File: src/common/pattern_fill_pkg.sv
// Shared constants, register indices and state encoding for the pattern fill engine
package pattern_fill_pkg;

  // Register indices; the AHB byte address of each is four times its index
  localparam logic [9:0] IDX_CONTROL    = 10'h100;
  localparam logic [9:0] IDX_FORMAT     = 10'h101;
  localparam logic [9:0] IDX_ROP_CODE   = 10'h102;
  localparam logic [9:0] IDX_OPERATION  = 10'h103;
  localparam logic [9:0] IDX_SRC_LOW    = 10'h104;
  localparam logic [9:0] IDX_SRC_MID    = 10'h105;
  localparam logic [9:0] IDX_SRC_HIGH   = 10'h106;
  localparam logic [9:0] IDX_DST_LOW    = 10'h108;
  localparam logic [9:0] IDX_DST_MID    = 10'h109;
  localparam logic [9:0] IDX_DST_HIGH   = 10'h10A;
  localparam logic [9:0] IDX_STRIDE_LOW = 10'h10C;
  localparam logic [9:0] IDX_STRIDE_HI  = 10'h10D;
  localparam logic [9:0] IDX_WIDTH_LOW  = 10'h110;
  localparam logic [9:0] IDX_WIDTH_HI   = 10'h111;
  localparam logic [9:0] IDX_HEIGHT_LOW = 10'h112;
  localparam logic [9:0] IDX_HEIGHT_HI  = 10'h113;
  localparam logic [9:0] IDX_TRANS_LOW  = 10'h114;
  localparam logic [9:0] IDX_TRANS_HI   = 10'h115;
  localparam int         REG_COUNT      = 22;

  // Control register fields
  localparam int         CTRL_START_BIT    = 7;
  localparam int         CTRL_DST_LIN_BIT  = 0;
  localparam int         CTRL_SRC_LIN_BIT  = 1;
  localparam logic [7:0] CTRL_WRITE_MASK   = 8'h03;

  // Color format field and operation codes
  localparam int         FMT_16BPP_BIT  = 0;
  localparam logic [7:0] OP_PATTERN_ROP = 8'h06;
  localparam logic [7:0] OP_PATTERN_TRN = 8'h07;
  localparam logic [7:0] ROP_COPY       = 8'h0C;
  localparam logic [7:0] REG_RESET      = 8'h00;

  // Pattern geometry
  localparam int         PAT_SIDE      = 8;
  localparam int         PAT_PIXELS    = 64;
  localparam logic [6:0] PAT_LAST      = 7'h3F;
  localparam logic [23:0] PAT_MASK_8   = 24'h00003F;
  localparam logic [23:0] PAT_MASK_16  = 24'h00007F;

  // AHB encodings
  localparam logic [1:0] HTRANS_NONSEQ = 2'h2;
  localparam logic [2:0] HSIZE_WORD    = 3'h2;

  // Engine states, one-hot
  typedef enum logic [7:0] {
    ST_IDLE      = 8'h01,
    ST_LOAD_WAIT = 8'h02,
    ST_PIX_SETUP = 8'h04,
    ST_PIX_DEC   = 8'h08,
    ST_DST_RD    = 8'h10,
    ST_DST_MERGE = 8'h20,
    ST_DST_WR    = 8'h40,
    ST_ADVANCE   = 8'h80
  } engine_state_t;

endpackage

File: src/rtl/pattern_fill_blit.sv
// Pattern fill blit engine with AHB-Lite register slave and display memory master
`timescale 1ns/1ps
`default_nettype none
module pattern_fill_blit (
  input  wire logic        hclk,       // 100 MHz clock
  input  wire logic        hresetn,    // Asynchronous reset, active low
  input  wire logic        hsel,       // Slave select
  input  wire logic [31:0] haddr,      // Byte address
  input  wire logic [1:0]  htrans,     // Transfer type
  input  wire logic        hwrite,     // Write when high
  input  wire logic [2:0]  hsize,      // Transfer size
  input  wire logic [31:0] hwdata,     // Write data
  input  wire logic        hready,     // Bus ready
  output logic             hreadyout,  // Low in reset, ready from the first clock after, zero wait
  output logic      [31:0] hrdata,     // Read data
  output logic             hresp,      // Always OKAY
  output logic             mem_req,    // Display memory request, held to ack
  output logic             mem_we,     // Write when high
  output logic      [23:0] mem_addr,   // Byte address, word aligned
  output logic      [1:0]  mem_be,     // Byte enables for writes
  output logic      [15:0] mem_wdata,  // Write word
  input  wire logic        mem_ack,    // One-cycle completion pulse
  input  wire logic [15:0] mem_rdata,  // Read word, valid with ack
  output logic             busy        // Blit running
);

  // Configuration bytes, indexed from the control register
  logic [7:0]  cfg_reg [0:pattern_fill_pkg::REG_COUNT-1];
  logic        start_pend_reg;        // Start written, engine not yet begun
  logic        wr_pend_reg;           // Data phase of a write is due
  logic [4:0]  wr_slot_reg;           // Register slot of that write
  pattern_fill_pkg::engine_state_t state_reg;  // Engine state
  logic        active_reg;            // Engine running

  // Working copies and counters
  logic [23:0] pat_base_reg;          // Aligned pattern base
  logic [2:0]  col0_reg;              // Starting pattern column
  logic [2:0]  row0_reg;              // Starting pattern row
  logic [2:0]  col_reg;               // Current pattern column
  logic [2:0]  row_reg;               // Current pattern row
  logic [15:0] x_reg;                 // Pixel within line
  logic [15:0] y_reg;                 // Line within blit
  logic [23:0] line_addr_reg;         // First pixel of current line
  logic [23:0] pix_addr_reg;          // Current destination pixel
  logic [6:0]  load_idx_reg;          // Pattern pixel being fetched
  logic [15:0] dst_pix_reg;           // Destination pixel read back
  logic        ram_we_reg;            // Pattern store write strobe
  logic [15:0] ram_wdata_reg;         // Pixel for the pattern store
  logic [5:0]  ram_waddr_reg;         // Its index

  // Decoded configuration
  logic        mode16;
  logic [23:0] src_addr;
  logic [23:0] dst_addr;
  logic [15:0] width_m1;
  logic [15:0] height_m1;
  logic [15:0] stride_words;
  logic [15:0] trans_color;
  logic [23:0] line_step;
  logic [15:0] ram_rdata;
  logic [15:0] rop_result;
  logic        pix_transparent;
  logic        rop_needs_dst;
  logic [15:0] pat_pixel;
  logic [7:0]  fmt_byte;              // Color format register
  logic [7:0]  ctl_byte;              // Control register
  logic [7:0]  rop_byte;              // Raster code register

  // Slot of a register index, or all ones when unmapped
  function automatic logic [4:0] slot_of(input logic [9:0] idx);
    logic [9:0] rel;
    rel = idx - pattern_fill_pkg::IDX_CONTROL;
    if (idx < pattern_fill_pkg::IDX_CONTROL || rel >= 10'(pattern_fill_pkg::REG_COUNT)) begin
      slot_of = 5'h1F;
    end else if (idx == 10'h107 || idx == 10'h10B || idx == 10'h10E || idx == 10'h10F) begin
      slot_of = 5'h1F;                // Holes in the map
    end else begin
      slot_of = rel[4:0];
    end
  endfunction

  // Address of a pixel offset from a base, one or two bytes per pixel
  function automatic logic [23:0] pix_offset(input logic [23:0] base,
                                             input logic [15:0] n,
                                             input logic        wide);
    pix_offset = base + (wide ? {7'h00, n, 1'b0} : {8'h00, n});
  endfunction

  // Pick one byte of a word read at 8 bpp, the whole word at 15/16 bpp
  function automatic logic [15:0] pick_pixel(input logic [15:0] word,
                                             input logic        lane,
                                             input logic        wide);
    if (wide) begin
      pick_pixel = word;
    end else begin
      pick_pixel = {8'h00, lane ? word[15:8] : word[7:0]};
    end
  endfunction

  function automatic logic [7:0] cfg(input logic [9:0] idx);
    cfg = cfg_reg[slot_of(idx)];
  endfunction

  // Decoded configuration; a process, so the register reads inside cfg() wake it
  // Rectangular blits step by the stride in words (twice that in bytes); linear ones pack lines end to end
  always_comb begin
    fmt_byte     = cfg(pattern_fill_pkg::IDX_FORMAT);
    ctl_byte     = cfg(pattern_fill_pkg::IDX_CONTROL);
    rop_byte     = cfg(pattern_fill_pkg::IDX_ROP_CODE);
    mode16       = fmt_byte[pattern_fill_pkg::FMT_16BPP_BIT];
    src_addr     = {cfg(pattern_fill_pkg::IDX_SRC_HIGH), cfg(pattern_fill_pkg::IDX_SRC_MID),
                    cfg(pattern_fill_pkg::IDX_SRC_LOW)};
    dst_addr     = {cfg(pattern_fill_pkg::IDX_DST_HIGH), cfg(pattern_fill_pkg::IDX_DST_MID),
                    cfg(pattern_fill_pkg::IDX_DST_LOW)};
    width_m1     = {cfg(pattern_fill_pkg::IDX_WIDTH_HI), cfg(pattern_fill_pkg::IDX_WIDTH_LOW)};
    height_m1    = {cfg(pattern_fill_pkg::IDX_HEIGHT_HI), cfg(pattern_fill_pkg::IDX_HEIGHT_LOW)};
    stride_words = {cfg(pattern_fill_pkg::IDX_STRIDE_HI), cfg(pattern_fill_pkg::IDX_STRIDE_LOW)};
    trans_color  = {cfg(pattern_fill_pkg::IDX_TRANS_HI), cfg(pattern_fill_pkg::IDX_TRANS_LOW)};
    line_step    = ctl_byte[pattern_fill_pkg::CTRL_DST_LIN_BIT]
                 ? pix_offset(24'h000000, 16'(width_m1 + 16'h0001), mode16)
                 : {7'h00, stride_words, 1'b0};
  end

  // Pattern pixel; stale outside the pixel states, never used there
  assign pat_pixel = ram_rdata;

  pattern_ram u_pattern_ram (
    .clk   (hclk),
    .we    (ram_we_reg),
    .waddr (ram_waddr_reg),
    .wdata (ram_wdata_reg),
    .raddr ({row_reg, col_reg}),
    .rdata (ram_rdata)
  );

  raster_op_unit u_raster_op_unit (
    .rop_code    (rop_byte[3:0]),
    .pat_pixel   (pat_pixel),
    .dst_pixel   (dst_pix_reg),
    .trans_color (trans_color),
    .mode16      (mode16),
    .result      (rop_result),
    .transparent (pix_transparent),
    .needs_dst   (rop_needs_dst)
  );

  // Bus address phase: aligned word accesses in the low 4 KB; only mapped slots take writes, unmapped reads return zero
  logic       addr_take;
  logic [4:0] addr_slot;
  assign addr_take = hsel && hready && (htrans == pattern_fill_pkg::HTRANS_NONSEQ)
                     && (hsize == pattern_fill_pkg::HSIZE_WORD) && (haddr[1:0] == 2'h0)
                     && (haddr[31:12] == 20'h00000);
  assign addr_slot = slot_of(haddr[11:2]);

  // Bus response is fixed from the first clock after reset: never stalls, never errors
  always_ff @(posedge hclk or negedge hresetn) begin
    if (!hresetn) begin
      hreadyout <= 1'b0;
      hresp     <= 1'b0;
    end else begin
      hreadyout <= 1'b1;
      hresp     <= 1'b0;
    end
  end

  // Latch the write target for the data phase
  always_ff @(posedge hclk or negedge hresetn) begin
    if (!hresetn) begin
      wr_pend_reg <= 1'b0;
      wr_slot_reg <= 5'h1F;
    end else begin
      wr_pend_reg <= addr_take && hwrite && (addr_slot != 5'h1F);
      wr_slot_reg <= addr_slot;
    end
  end

  // Read data registered during the address phase so it stands in the data phase
  always_ff @(posedge hclk or negedge hresetn) begin
    if (!hresetn) begin
      hrdata <= 32'h00000000;
    end else if (addr_take && !hwrite) begin
      if (addr_slot == 5'h1F) begin
        hrdata <= 32'h00000000;       // Unmapped reads as zero
      end else if (addr_slot == 5'h00) begin
        hrdata <= {24'h000000, active_reg, 5'h00,
                   cfg_reg[0][1:0]};
      end else begin
        hrdata <= {24'h000000, cfg_reg[addr_slot]};
      end
    end
  end

  // Configuration bytes; control keeps only its select bits
  always_ff @(posedge hclk or negedge hresetn) begin
    if (!hresetn) begin
      for (int i = 0; i < pattern_fill_pkg::REG_COUNT; i++) begin
        cfg_reg[i] <= pattern_fill_pkg::REG_RESET;
      end
    end else if (wr_pend_reg) begin
      if (wr_slot_reg == 5'h00) begin
        cfg_reg[0] <= hwdata[7:0] & pattern_fill_pkg::CTRL_WRITE_MASK;
      end else begin
        cfg_reg[wr_slot_reg] <= hwdata[7:0];
      end
    end
  end

  // Start request; a start written while running is dropped
  always_ff @(posedge hclk or negedge hresetn) begin
    if (!hresetn) begin
      start_pend_reg <= 1'b0;
    end else if (wr_pend_reg && wr_slot_reg == 5'h00 && hwdata[pattern_fill_pkg::CTRL_START_BIT]
                 && !active_reg) begin
      start_pend_reg <= 1'b1;
    end else if (state_reg == pattern_fill_pkg::ST_IDLE) begin
      start_pend_reg <= 1'b0;
    end
  end

  // Engine sequencer and datapath
  always_ff @(posedge hclk or negedge hresetn) begin
    if (!hresetn) begin
      state_reg     <= pattern_fill_pkg::ST_IDLE;
      active_reg    <= 1'b0;
      busy          <= 1'b0;
      mem_req       <= 1'b0;
      mem_we        <= 1'b0;
      mem_addr      <= 24'h000000;
      mem_be        <= 2'h0;
      mem_wdata     <= 16'h0000;
      pat_base_reg  <= 24'h000000;
      col0_reg      <= 3'h0;
      row0_reg      <= 3'h0;
      col_reg       <= 3'h0;
      row_reg       <= 3'h0;
      x_reg         <= 16'h0000;
      y_reg         <= 16'h0000;
      line_addr_reg <= 24'h000000;
      pix_addr_reg  <= 24'h000000;
      load_idx_reg  <= 7'h00;
      dst_pix_reg   <= 16'h0000;
      ram_we_reg    <= 1'b0;
      ram_wdata_reg <= 16'h0000;
      ram_waddr_reg <= 6'h00;
    end else begin
      ram_we_reg <= 1'b0;
      case (state_reg)
        pattern_fill_pkg::ST_IDLE: begin
          // Only the two pattern operations run; other codes leave the engine idle
          if (start_pend_reg && (cfg(pattern_fill_pkg::IDX_OPERATION) == pattern_fill_pkg::OP_PATTERN_ROP
              || cfg(pattern_fill_pkg::IDX_OPERATION) == pattern_fill_pkg::OP_PATTERN_TRN)) begin
            active_reg   <= 1'b1;
            busy         <= 1'b1;
            // Base from the aligned high bits, phase from the low ones
            pat_base_reg <= src_addr & ~(mode16 ? pattern_fill_pkg::PAT_MASK_16
                                                : pattern_fill_pkg::PAT_MASK_8);
            col0_reg     <= mode16 ? src_addr[3:1] : src_addr[2:0];
            row0_reg     <= mode16 ? src_addr[6:4] : src_addr[5:3];
            load_idx_reg <= 7'h00;
            mem_req      <= 1'b1;
            mem_we       <= 1'b0;
            // First fetch is the aligned pattern base itself
            mem_addr     <= src_addr & ~(mode16 ? pattern_fill_pkg::PAT_MASK_16
                                                : pattern_fill_pkg::PAT_MASK_8);
            state_reg    <= pattern_fill_pkg::ST_LOAD_WAIT;
          end
        end
        pattern_fill_pkg::ST_LOAD_WAIT: begin
          // Fetch all 64 pattern pixels into the local store, one per read
          if (mem_ack) begin
            ram_we_reg    <= 1'b1;
            ram_waddr_reg <= load_idx_reg[5:0];
            ram_wdata_reg <= pick_pixel(mem_rdata, load_idx_reg[0], mode16);
            if (load_idx_reg == pattern_fill_pkg::PAT_LAST) begin
              mem_req       <= 1'b0;
              col_reg       <= col0_reg;
              row_reg       <= row0_reg;
              x_reg         <= 16'h0000;
              y_reg         <= 16'h0000;
              line_addr_reg <= dst_addr;
              pix_addr_reg  <= dst_addr;
              state_reg     <= pattern_fill_pkg::ST_PIX_SETUP;
            end else begin
              load_idx_reg <= load_idx_reg + 7'h01;
              mem_addr     <= pix_offset(pat_base_reg, {9'h000, 7'(load_idx_reg + 7'h01)},
                                         mode16) & 24'hFFFFFE;
            end
          end
        end
        pattern_fill_pkg::ST_PIX_SETUP: begin
          // Pattern store read is in flight; wait out the last load write first
          if (!ram_we_reg) begin
            state_reg <= pattern_fill_pkg::ST_PIX_DEC;
          end
        end
        pattern_fill_pkg::ST_PIX_DEC: begin
          mem_addr  <= {pix_addr_reg[23:1], 1'b0};
          mem_be    <= mode16 ? 2'h3 : (pix_addr_reg[0] ? 2'h2 : 2'h1);
          if (cfg(pattern_fill_pkg::IDX_OPERATION) == pattern_fill_pkg::OP_PATTERN_TRN) begin
            if (pix_transparent) begin
              state_reg <= pattern_fill_pkg::ST_ADVANCE;
            end else begin
              mem_req   <= 1'b1;
              mem_we    <= 1'b1;
              mem_wdata <= mode16 ? pat_pixel : {pat_pixel[7:0], pat_pixel[7:0]};
              state_reg <= pattern_fill_pkg::ST_DST_WR;
            end
          end else if (rop_needs_dst) begin
            mem_req   <= 1'b1;
            mem_we    <= 1'b0;
            state_reg <= pattern_fill_pkg::ST_DST_RD;
          end else begin
            // Code ignores the destination, so no read is spent on it
            mem_req   <= 1'b1;
            mem_we    <= 1'b1;
            mem_wdata <= mode16 ? rop_result : {rop_result[7:0], rop_result[7:0]};
            state_reg <= pattern_fill_pkg::ST_DST_WR;
          end
        end
        pattern_fill_pkg::ST_DST_RD: begin
          if (mem_ack) begin
            mem_req     <= 1'b0;
            dst_pix_reg <= pick_pixel(mem_rdata, pix_addr_reg[0], mode16);
            state_reg   <= pattern_fill_pkg::ST_DST_MERGE;
          end
        end
        pattern_fill_pkg::ST_DST_MERGE: begin
          // Combined pixel is ready once the destination is registered
          mem_req   <= 1'b1;
          mem_we    <= 1'b1;
          mem_wdata <= mode16 ? rop_result : {rop_result[7:0], rop_result[7:0]};
          state_reg <= pattern_fill_pkg::ST_DST_WR;
        end
        pattern_fill_pkg::ST_DST_WR: begin
          if (mem_ack) begin
            mem_req   <= 1'b0;
            mem_we    <= 1'b0;
            state_reg <= pattern_fill_pkg::ST_ADVANCE;
          end
        end
        pattern_fill_pkg::ST_ADVANCE: begin
          if (x_reg == width_m1) begin
            if (y_reg == height_m1) begin
              active_reg <= 1'b0;
              busy       <= 1'b0;
              state_reg  <= pattern_fill_pkg::ST_IDLE;
            end else begin
              x_reg         <= 16'h0000;
              col_reg       <= col0_reg;
              y_reg         <= y_reg + 16'h0001;
              row_reg       <= row_reg + 3'h1;
              line_addr_reg <= line_addr_reg + line_step;
              pix_addr_reg  <= line_addr_reg + line_step;
              state_reg     <= pattern_fill_pkg::ST_PIX_SETUP;
            end
          end else begin
            x_reg        <= x_reg + 16'h0001;
            col_reg      <= col_reg + 3'h1;
            pix_addr_reg <= pix_offset(pix_addr_reg, 16'h0001, mode16);
            state_reg    <= pattern_fill_pkg::ST_PIX_SETUP;
          end
        end
        default: begin
          state_reg  <= pattern_fill_pkg::ST_IDLE;
          active_reg <= 1'b0;
          busy       <= 1'b0;
          mem_req    <= 1'b0;
        end
      endcase
    end
  end

endmodule
`default_nettype wire

File: src/rtl/pattern_ram.sv
// Eight by eight pattern store with registered read data
`timescale 1ns/1ps
`default_nettype none
module pattern_ram (
  input  wire logic        clk,     // Engine clock
  input  wire logic        we,      // Write strobe
  input  wire logic [5:0]  waddr,   // Write pixel index
  input  wire logic [15:0] wdata,   // Pixel to store
  input  wire logic [5:0]  raddr,   // Read pixel index, row*8+column
  output logic      [15:0] rdata    // Pixel, one cycle after raddr
);

  logic [15:0] mem [0:63];          // One pixel per entry

  // Write port; no reset, contents are reloaded at every blit
  always_ff @(posedge clk) begin
    if (we) begin
      mem[waddr] <= wdata;
    end
  end

  // Registered read keeps the pixel path off the address decode
  always_ff @(posedge clk) begin
    rdata <= mem[raddr];
  end

endmodule
`default_nettype wire

File: src/rtl/raster_op_unit.sv
// Per-pixel raster operation and transparency compare
`timescale 1ns/1ps
`default_nettype none
module raster_op_unit (
  input  wire logic [3:0]  rop_code,    // Truth table over pattern and destination
  input  wire logic [15:0] pat_pixel,   // Pattern pixel
  input  wire logic [15:0] dst_pixel,   // Destination pixel read back
  input  wire logic [15:0] trans_color, // Transparent color
  input  wire logic        mode16,      // High for 15/16 bpp
  output logic      [15:0] result,      // Combined pixel
  output logic             transparent, // Pattern pixel matches transparent color
  output logic             needs_dst    // Result depends on destination
);

  // Each result bit is the code bit picked by {pattern bit, destination bit}
  always_comb begin
    for (int i = 0; i < 16; i++) begin
      result[i] = rop_code[{pat_pixel[i], dst_pixel[i]}];
    end
  end

  // Lookup index compare at 8 bpp, direct color compare at 15/16 bpp
  assign transparent = mode16 ? (pat_pixel == trans_color)
                              : (pat_pixel[7:0] == trans_color[7:0]);

  // Destination read is skipped when the code ignores it
  assign needs_dst = (rop_code[1] != rop_code[0]) || (rop_code[3] != rop_code[2]);

endmodule
`default_nettype wire

File: config.mk
export PLATFORM = sky130hd
export DESIGN_NAME = pattern_fill_blit
export DESIGN_NICKNAME = d
export VERILOG_FILES = /design/src/common/pattern_fill_pkg.sv /design/src/rtl/pattern_fill_blit.sv /design/src/rtl/pattern_ram.sv /design/src/rtl/raster_op_unit.sv
export SDC_FILE = /design/constraint.sdc
export NUM_CORES = 2
export LEC_CHECK = 0
export BUFFER_PORTS_ARGS = -buffer_cell sky130_fd_sc_hd__buf_2
export CELL_PAD_IN_SITES_DETAIL_PLACEMENT = 1
export CELL_PAD_IN_SITES_GLOBAL_PLACEMENT = 2
export CORE_ASPECT_RATIO = 1.5
export CORE_MARGIN = 2
export CORE_UTILIZATION = 40
export CTS_BUF_LIST = sky130_fd_sc_hd__clkbuf_8
export CTS_CLUSTER_DIAMETER = 120
export DETAILED_ROUTE_END_ITERATION = 12
export PLACE_DENSITY = 0.75
export SYNTH_ARGS = -nofsm -noshare
export SYNTH_HDL_FRONTEND = slang
export SYNTH_SLANG_ARGS = --single-unit
File: constraint.sdc
create_clock -name hclk -period 8.95 [get_ports hclk]
set_clock_uncertainty 0.1 [all_clocks]
set_input_delay 1.79 -clock hclk [delete_from_list [all_inputs] [get_ports hclk]]
set_output_delay 1.79 -clock hclk [all_outputs]
set_load 0.03 [all_outputs]
* After elaboration in Yosys (flattened, before gate mapping)
Memory sizes are Yosys's and may differ from the RTL's. A register that Yosys moved wholly into a read port is not among the register bits.
Cells that the tools add are included.
** Word-level totals
- Register bits :: 431
- Memory bits (writable) :: 1024
- Input port bits :: 91
- Output and inout bits :: 79
- Logic and storage cells :: 314
- Memories kept :: 1
** Memories
- u_pattern_ram.mem :: words 64, width 16, read ports 1, clocked after Yosys merged registers in 1, wr ports 1, line pattern_ram.sv:13 : logic [15:0] mem [0:63];
** Cells by class
- $add $sub $neg :: 10
- $lt $le $gt $ge :: 23
- Equal/unequal tests :: 40
- Multiplexer cells :: 136
- Bitwise gates (word level) :: 9
- Reduce and logical (&&, ||, !) cells :: 47
** Operator list (count)
- two-way mux 16 bit :: 13
- two-way mux 24 bit :: 8
- bitwise mux 176 bit :: 1
- two-way mux 8 bit :: 22
- binary-select mux 8 bit (select 5 bit) :: 3
- one-hot mux 16 bit (2 select lines) :: 3
- one-hot mux 24 bit (2 select lines) :: 2
- one-hot mux 24 bit (3 select lines) :: 1
- one-hot mux 8 bit (8 select lines) :: 1
- adder 16 x 1 -> 16 bit, second input constant :: 3
- equality test 16 bit :: 3
- < comparator 2 x 3 -> 1 bit, second input constant :: 16
- demux 8 bit (select 5 bit) :: 1
- equality test 10 x 9 -> 1 bit, second input constant :: 4
- two-way mux 7 bit :: 5
- two-way mux 1 bit :: 34
- two-way mux 17 bit :: 2
- two-way mux 3 bit :: 11
- binary-select mux 1 bit (select 2 bit) :: 16
- equality test 8 x 3 -> 1 bit, second input constant :: 4
- adder 24 x 17 -> 24 bit :: 1
- adder 24 x 2 -> 24 bit :: 1
- adder 24 x 8 -> 24 bit :: 1
- bitwise AND 24 bit :: 1
- other kinds (50) :: 108

* Depth between registers and ports, before layout
- Depth after elaboration :: 12
- Depth in mapped cells :: 19
- Mapped depth without buffers :: 17

* By module
From an unflattened synthesis, not the netlist that was laid out.
** Second synthesis, totals
- Cells, all modules :: 4069
- Area, all modules :: 62637.6 um^2
** By module, submodules not included
- pattern_ram :: times used 1, cells each 1820, area an instance 39978.3 um^2, sequential area each 31069.8 um^2
- pattern_fill_blit :: times used 1, cells each 2204, area an instance 22033.6 um^2, sequential area each 9992.1 um^2
- raster_op_unit :: times used 1, cells each 45, area an instance 625.6 um^2, sequential area each 0.0 um^2

* Worst setup path after synthesis
No wires, ideal clock.
- Kind :: input -> register
- From :: input port haddr[3]
- To :: register hrdata[6]
- Arrival :: 3.820 ns
- Data required time :: 8.730 ns
- Setup slack :: 4.910 ns
- Stages :: 13
- Buffers on the path :: 4
- Cell sequence :: buf_2 -> a21o_1 -> a211o_1 -> nor2_4 -> inv_2 -> buf_2 -> buf_2 -> buf_2 -> nand2_1 -> nand3_1 -> nand3_1 -> o221ai_1 -> a31o_2
** On the way
- Longest elaborated chain between the ends :: 12
- Elaborated cells on any way between the ends :: 21
** Ends and longest elaborated chain
- from (decl) :: line pattern_fill_blit.sv:8 : input wire logic [31:0] haddr,
- branches (longest 5 deep; another with subtractor 10 x 9 -> 10 bit)
- two-way mux 5 bit (*) :: line pattern_fill_blit.sv:73 : if (idx < pattern_fill_pkg::IDX_CONTROL || rel >= 10'(pattern_fill_pkg::REG_COUNT)) begin
- NOT 5 -> 6 bit (not written as such) :: line pattern_fill_blit.sv:188 : hrdata <= {24'h000000, cfg_reg[addr_slot]};
- binary-select mux 8 bit (select 5 bit) :: line pattern_fill_blit.sv:188
- two-way mux 8 bit (not written as such) (2 in a row) :: line pattern_fill_blit.sv:188
- two-way mux 8 bit :: line pattern_fill_blit.sv:184 : end else if (addr_slot == 5'h00) begin
- two-way mux 8 bit (*) :: line pattern_fill_blit.sv:182 : if (addr_slot == 5'h1F) begin
- to (signal assigned) :: line pattern_fill_blit.sv:185 : hrdata <= {24'h000000, active_reg, 5'h00,
- to (signal assigned) :: line pattern_fill_blit.sv:188
- to (decl) :: line pattern_fill_blit.sv:15 : output logic [31:0] hrdata,
Every way passes the cells marked *. The select of a mux whose other input is x is not followed.
A chain may end at the register's enable or synchronous reset.

* Final worst setup path
- From :: register load_idx_reg[0]
- To :: register mem_addr[16]
** On the way
- Longest elaborated chain between the ends :: 6
- Elaborated cells on any way between the ends :: 9
** Ends and longest elaborated chain
- from (decl) :: line pattern_fill_blit.sv:45 : logic [6:0] load_idx_reg;
- from (signal assigned) :: line pattern_fill_blit.sv:284 : load_idx_reg <= load_idx_reg + 7'h01;
- adder 7 x 1 -> 7 bit :: line pattern_fill_blit.sv:285 : mem_addr <= pix_offset(pat_base_reg, {9'h000, 7'(load_idx_reg + 7'h01)},
- two-way mux 8 bit :: line pattern_fill_blit.sv:86 : pix_offset = base + (wide ? {7'h00, n, 1'b0} : {8'h00, n});
- adder 24 x 8 -> 24 bit :: line pattern_fill_blit.sv:86
- two-way mux 24 bit :: line pattern_fill_blit.sv:274 : if (load_idx_reg == pattern_fill_pkg::PAT_LAST) begin
- two-way mux 24 bit :: line pattern_fill_blit.sv:270 : if (mem_ack) begin
- one-hot mux 24 bit (3 select lines) :: line pattern_fill_blit.sv:247 : case (state_reg)
- to (signal assigned) :: line pattern_fill_blit.sv:263 : mem_addr <= src_addr & ~(mode16 ? pattern_fill_pkg::PAT_MASK_16
- to (signal assigned) :: line pattern_fill_blit.sv:285
- to (signal assigned) :: line pattern_fill_blit.sv:297 : mem_addr <= {pix_addr_reg[23:1], 1'b0};
- to (decl) :: line pattern_fill_blit.sv:19 : output logic [23:0] mem_addr,
Parallel ways exist; a longest one is shown, timed or not. The select of a mux whose other input is x is not followed.

==> impl_metrics.json <==
{
  "status": "finished clean",
  "netSwitchingPower_w": 0.00524,
  "cts_sinks": 1438,
  "first_pass_iters": 6,
  "cts_buffer_depth": 3,
  "hpwl_mm": 120,
  "syn2layout_area_growth_pct": 12.0,
  "cts-root-buf": "clkbuf_8",
  "ff2ff_setup_slack_ns": 4.24,
  "cp_slowest_stage_delay_ns": 1.07,
  "vias_per_cell": 5.65,
  "cts_made_buffers": 214,
  "grt_usage_pct": 23.2,
  "fp.dieW_um": 326,
  "drv_cap": 0,
  "relSlewSlack_pct": 15.2,
  "rsz0062_at_grt": "no",
  "reg2reg_from": "load_idx_reg[0]",
  "routabilityCongestion": 0.880,
  "grt_pass1_wl_mm": 267,
  "finalCriticalPeriod_ns": 4.71,
  "cts_resized": 0,
  "die_h_um": 486,
  "p_int_w": 0.0120,
  "hp-class": "flop to flop",
  "ys_ff_latch": 1438,
  "wl_per_cell_um": 28.6,
  "finalHoldViolCount": 0,
  "crit_required_ns": 9.66,
  "drt_iter0_drc": 2642,
  "p_leak_nw": 24.7,
  "syn_inst": 3928,
  "tns_ns": 0,
  "antenna_left": 0,
  "vias": 36100,
  "dieArea_um2": 158000,
  "postSynthAreaPerCell_um2": 15.8,
  "largest_register_ffs": 1024,
  "stdcell_count": 6388,
  "totalWireLength_mm": 183,
  "nets": 4275,
  "critPathCaptureType": "flop",
  "crit_path_start_kind": "flop",
  "p_clk_share_pct": 31.5,
  "worstHoldPathCells": 2,
  "crit_fanout": 8,
  "clock.fmax_mhz": 212,
  "cpMostUsedCell": "ha_1",
  "drive_above_1_share_pct": 26.5,
  "cts_tree": "built",
  "drc": 0,
  "mappedNetlistArea_um2": 62100,
  "io_pins": 170,
  "grt_pass1_vias": 38300,
  "ys_warn_count": 0,
  "ir_drop_v": 0.000218,
  "port_buffers": 119,
  "crit_arrival_ns": 5.42,
  "grt_start_max_net_pins": 151,
  "synth-main-ff-cell": "edfxtp_1",
  "powerDensity_nw_per_um2": 247,
  "slowest_stage": "nor4_1",
  "drv_slew": 0,
  "htreeDepth": 4,
  "p_seq_share_pct": 53.4,
  "insertion_delay_ns": 0.97,
  "rr_worst_depth": 13,
  "finalCritPeriodShare_pct": 52.6,
  "synth-edff-count": 1024,
  "tightest_slew_ns": 1.27,
  "antenna_found_initial": 9,
  "grt_overflow": 0,
  "clkTransAtPathRegs_ns": 0.07,
  "synth_cell_type_count": 94,
  "yosysSeqAreaShare_pct": 66.1,
  "rr_endpoint": "mem_addr[16]",
  "setup_viol": 0,
  "postCtsHoldBufs": 0,
  "core-area_um2": 155000,
  "path_cells": "ha_1 -> and3_1 -> nand3_1 -> a31oi_1 -> ha_1 -> inv_1 -> fa_1 -> nor4_1 -> nand2_1 -> xor2_1 -> nor2_1 -> a221oi_1 -> a21oi_1",
  "combPwrFrac_pct": 15.1,
  "dp.cells": 5991,
  "crit_type": "flop to flop",
  "hold_end": "mem_be[1]",
  "worst_hold_startpoint": "mem_be[1]",
  "num_rows": 177,
  "power.share.switching_pct": 30.5,
  "async_flop_share_pct": 27.7,
  "start_util_pct": 40.2,
  "post_cts_buffers": 0
}
[power by group through the flow]
stage | sequential (W) | combinational, W | clock [W]
6_report | 0.00918 | 0.00260 | 0.00542
5_1_grt | 0.00926 | 0.00277 | 0.00581
4_1_cts | 0.00918 | 0.00264 | 0.00554
3_5_place_dp | 0.00932 | 0.00264 | 0
3_3_place_gp | 0.00924 | 0.00259 | 0
2_1_floorplan | 0.00885 | 0.00164 | 0
[worst max path at each step]
stage | from | to | cells after the start
after floorplan | haddr[3] | hrdata[6] | 13
after detailed placement | haddr[6] | hrdata[4] | 11
final | load_idx_reg[0] | mem_addr[16] | 13
after global routing | load_idx_reg[0] | mem_addr[16] | 13
after CTS | load_idx_reg[0] | mem_addr[16] | 13
after global placement | haddr[6] | hrdata[4] | 11
[cell usage in the layout (no fill, tap or decap), types with 9 or more instances in the layout]
cell       instances
bufinv_16         12
nor2_1           235
and2_1            24
o211ai_1          11
o22ai_1           24
xor2_1            74
nor4_1            22
nand3_1           91
xnor2_1           57
a211oi_1          16
a21oi_1          145
ha_1              32
a21o_1            21
o21a_1            12
a221oi_1          16
dfxtp_1           16
nand3b_1           9
buf_2            118
a22oi_1           11
conb_1            27
mux2_2           216
buf_4            112
clkinv_2          31
mux2i_1           80
edfxtp_1        1024
o21ai_0          144
clkbuf_8         234
inv_1             90
mux4_2           336
nor2b_1           14
clkinv_1          51
dfrtp_1          371
dfrtp_2           17
nand2b_1          13
nand2_1          321
nor3_1            34
a31oi_1           31
nand4_1           20
and3_1            33
[worst max-delay path, delay by kind of cell (launching register included)]
| family | cells | cell delay [ns] |
|---|---|---|
| buffers and inverters | 1 | 0.06 |
| AND/OR/NAND/NOR | 5 | 1.72 |
| XOR/XNOR | 1 | 0.17 |
| flip-flops | 1 | 0.57 |
| adder cells (fa/ha/maj) | 3 | 1.08 |
| AO/OA/AOI/OAI | 3 | 0.88 |
[cells in the mapped netlist (7+ instances only)]
master	instances	area (um^2)
xor2_1	74	648
edfxtp_1	1024	30700
nand4_1	20	125
a221oi_1	16	140
nand3b_1	9	67.6
clkbuf_1	157	589
and3_1	34	213
o22ai_1	24	150
and4_1	7	61.3
a31oi_1	31	194
or3_1	7	43.8
o31ai_1	8	60.1
or4_1	7	52.6
a22oi_1	11	82.6
buf_2	27	135
and2_1	24	150
ha_1	32	400
mux4_2	336	7570
nand2_1	321	1200
xnor2_1	57	499
mux2_2	216	2430
mux2i_1	80	801
nor2b_1	15	93.8
nor2_1	236	886
dfxtp_1	16	320
o211ai_1	11	82.6
dfrtp_1	392	9810
nand3_1	91	455
o21ai_0	144	721
o21a_1	12	90.1
buf_1	35	131
a21o_1	21	158
nor4_1	23	144
nand2b_1	13	81.3
nor3_1	36	180
buf_4	29	218
a211oi_1	17	128
a21oi_1	146	731
inv_1	39	146
[stage by stage]
stage / hold WS (ns) / cell area, um^2 / setup slack (ns) / util [%] / power [W]
floorplan: 0.349 / 62200 / 4.91 / - / 0.0105
global placement: 0.362 / 65200 / 3.95 / 42.2 / 0.0118
detailed placement: 0.371 / 65200 / 3.86 / 42.2 / 0.0120
CTS: 0.386 / 69500 / 4.16 / 45.0 / 0.0174
global route: 0.400 / 69500 / 3.94 / 45.0 / 0.0178
finish: 0.382 / 69500 / 4.24 / 45.0 / 0.0172
[layout make-up]
type | instances | area (um^2)
clock buffer | 234 | 3220
sequential | 1438 | 41100
timing repair buffer | 234 | 1510
fill | 15300 | 85100
multi-input combinational | 2220 | 19900
inverter | 41 | 154
clock inverter | 159 | 1080
tap | 2058 | 2570
antenna | 4 | 10.0
[kinds of logic after synthesis]
| group | synth area share [%] |
|---|---|
| AOI/OAI and AO/OA | 5.17 |
| other | 0.0121 |
| buffers and inverters | 2.09 |
| DFF | 66.1 |
| and+or+nand+nor | 6.62 |
| muxes | 17.4 |
| adders and majority gates | 0.758 |
| xor gates and xnor gates | 1.85 |
[layer usage]
metal	GRT usage, %	vias to the layer above	share of wire [%]
met5	0	-	0.0049
met4	12.3	2	5.9
met3	3.70	365	4.3
met2	41.7	985	53
met1	26.6	19000	37
li1	-	15700	-
Note: power is estimated with default switching activity, not from simulation.
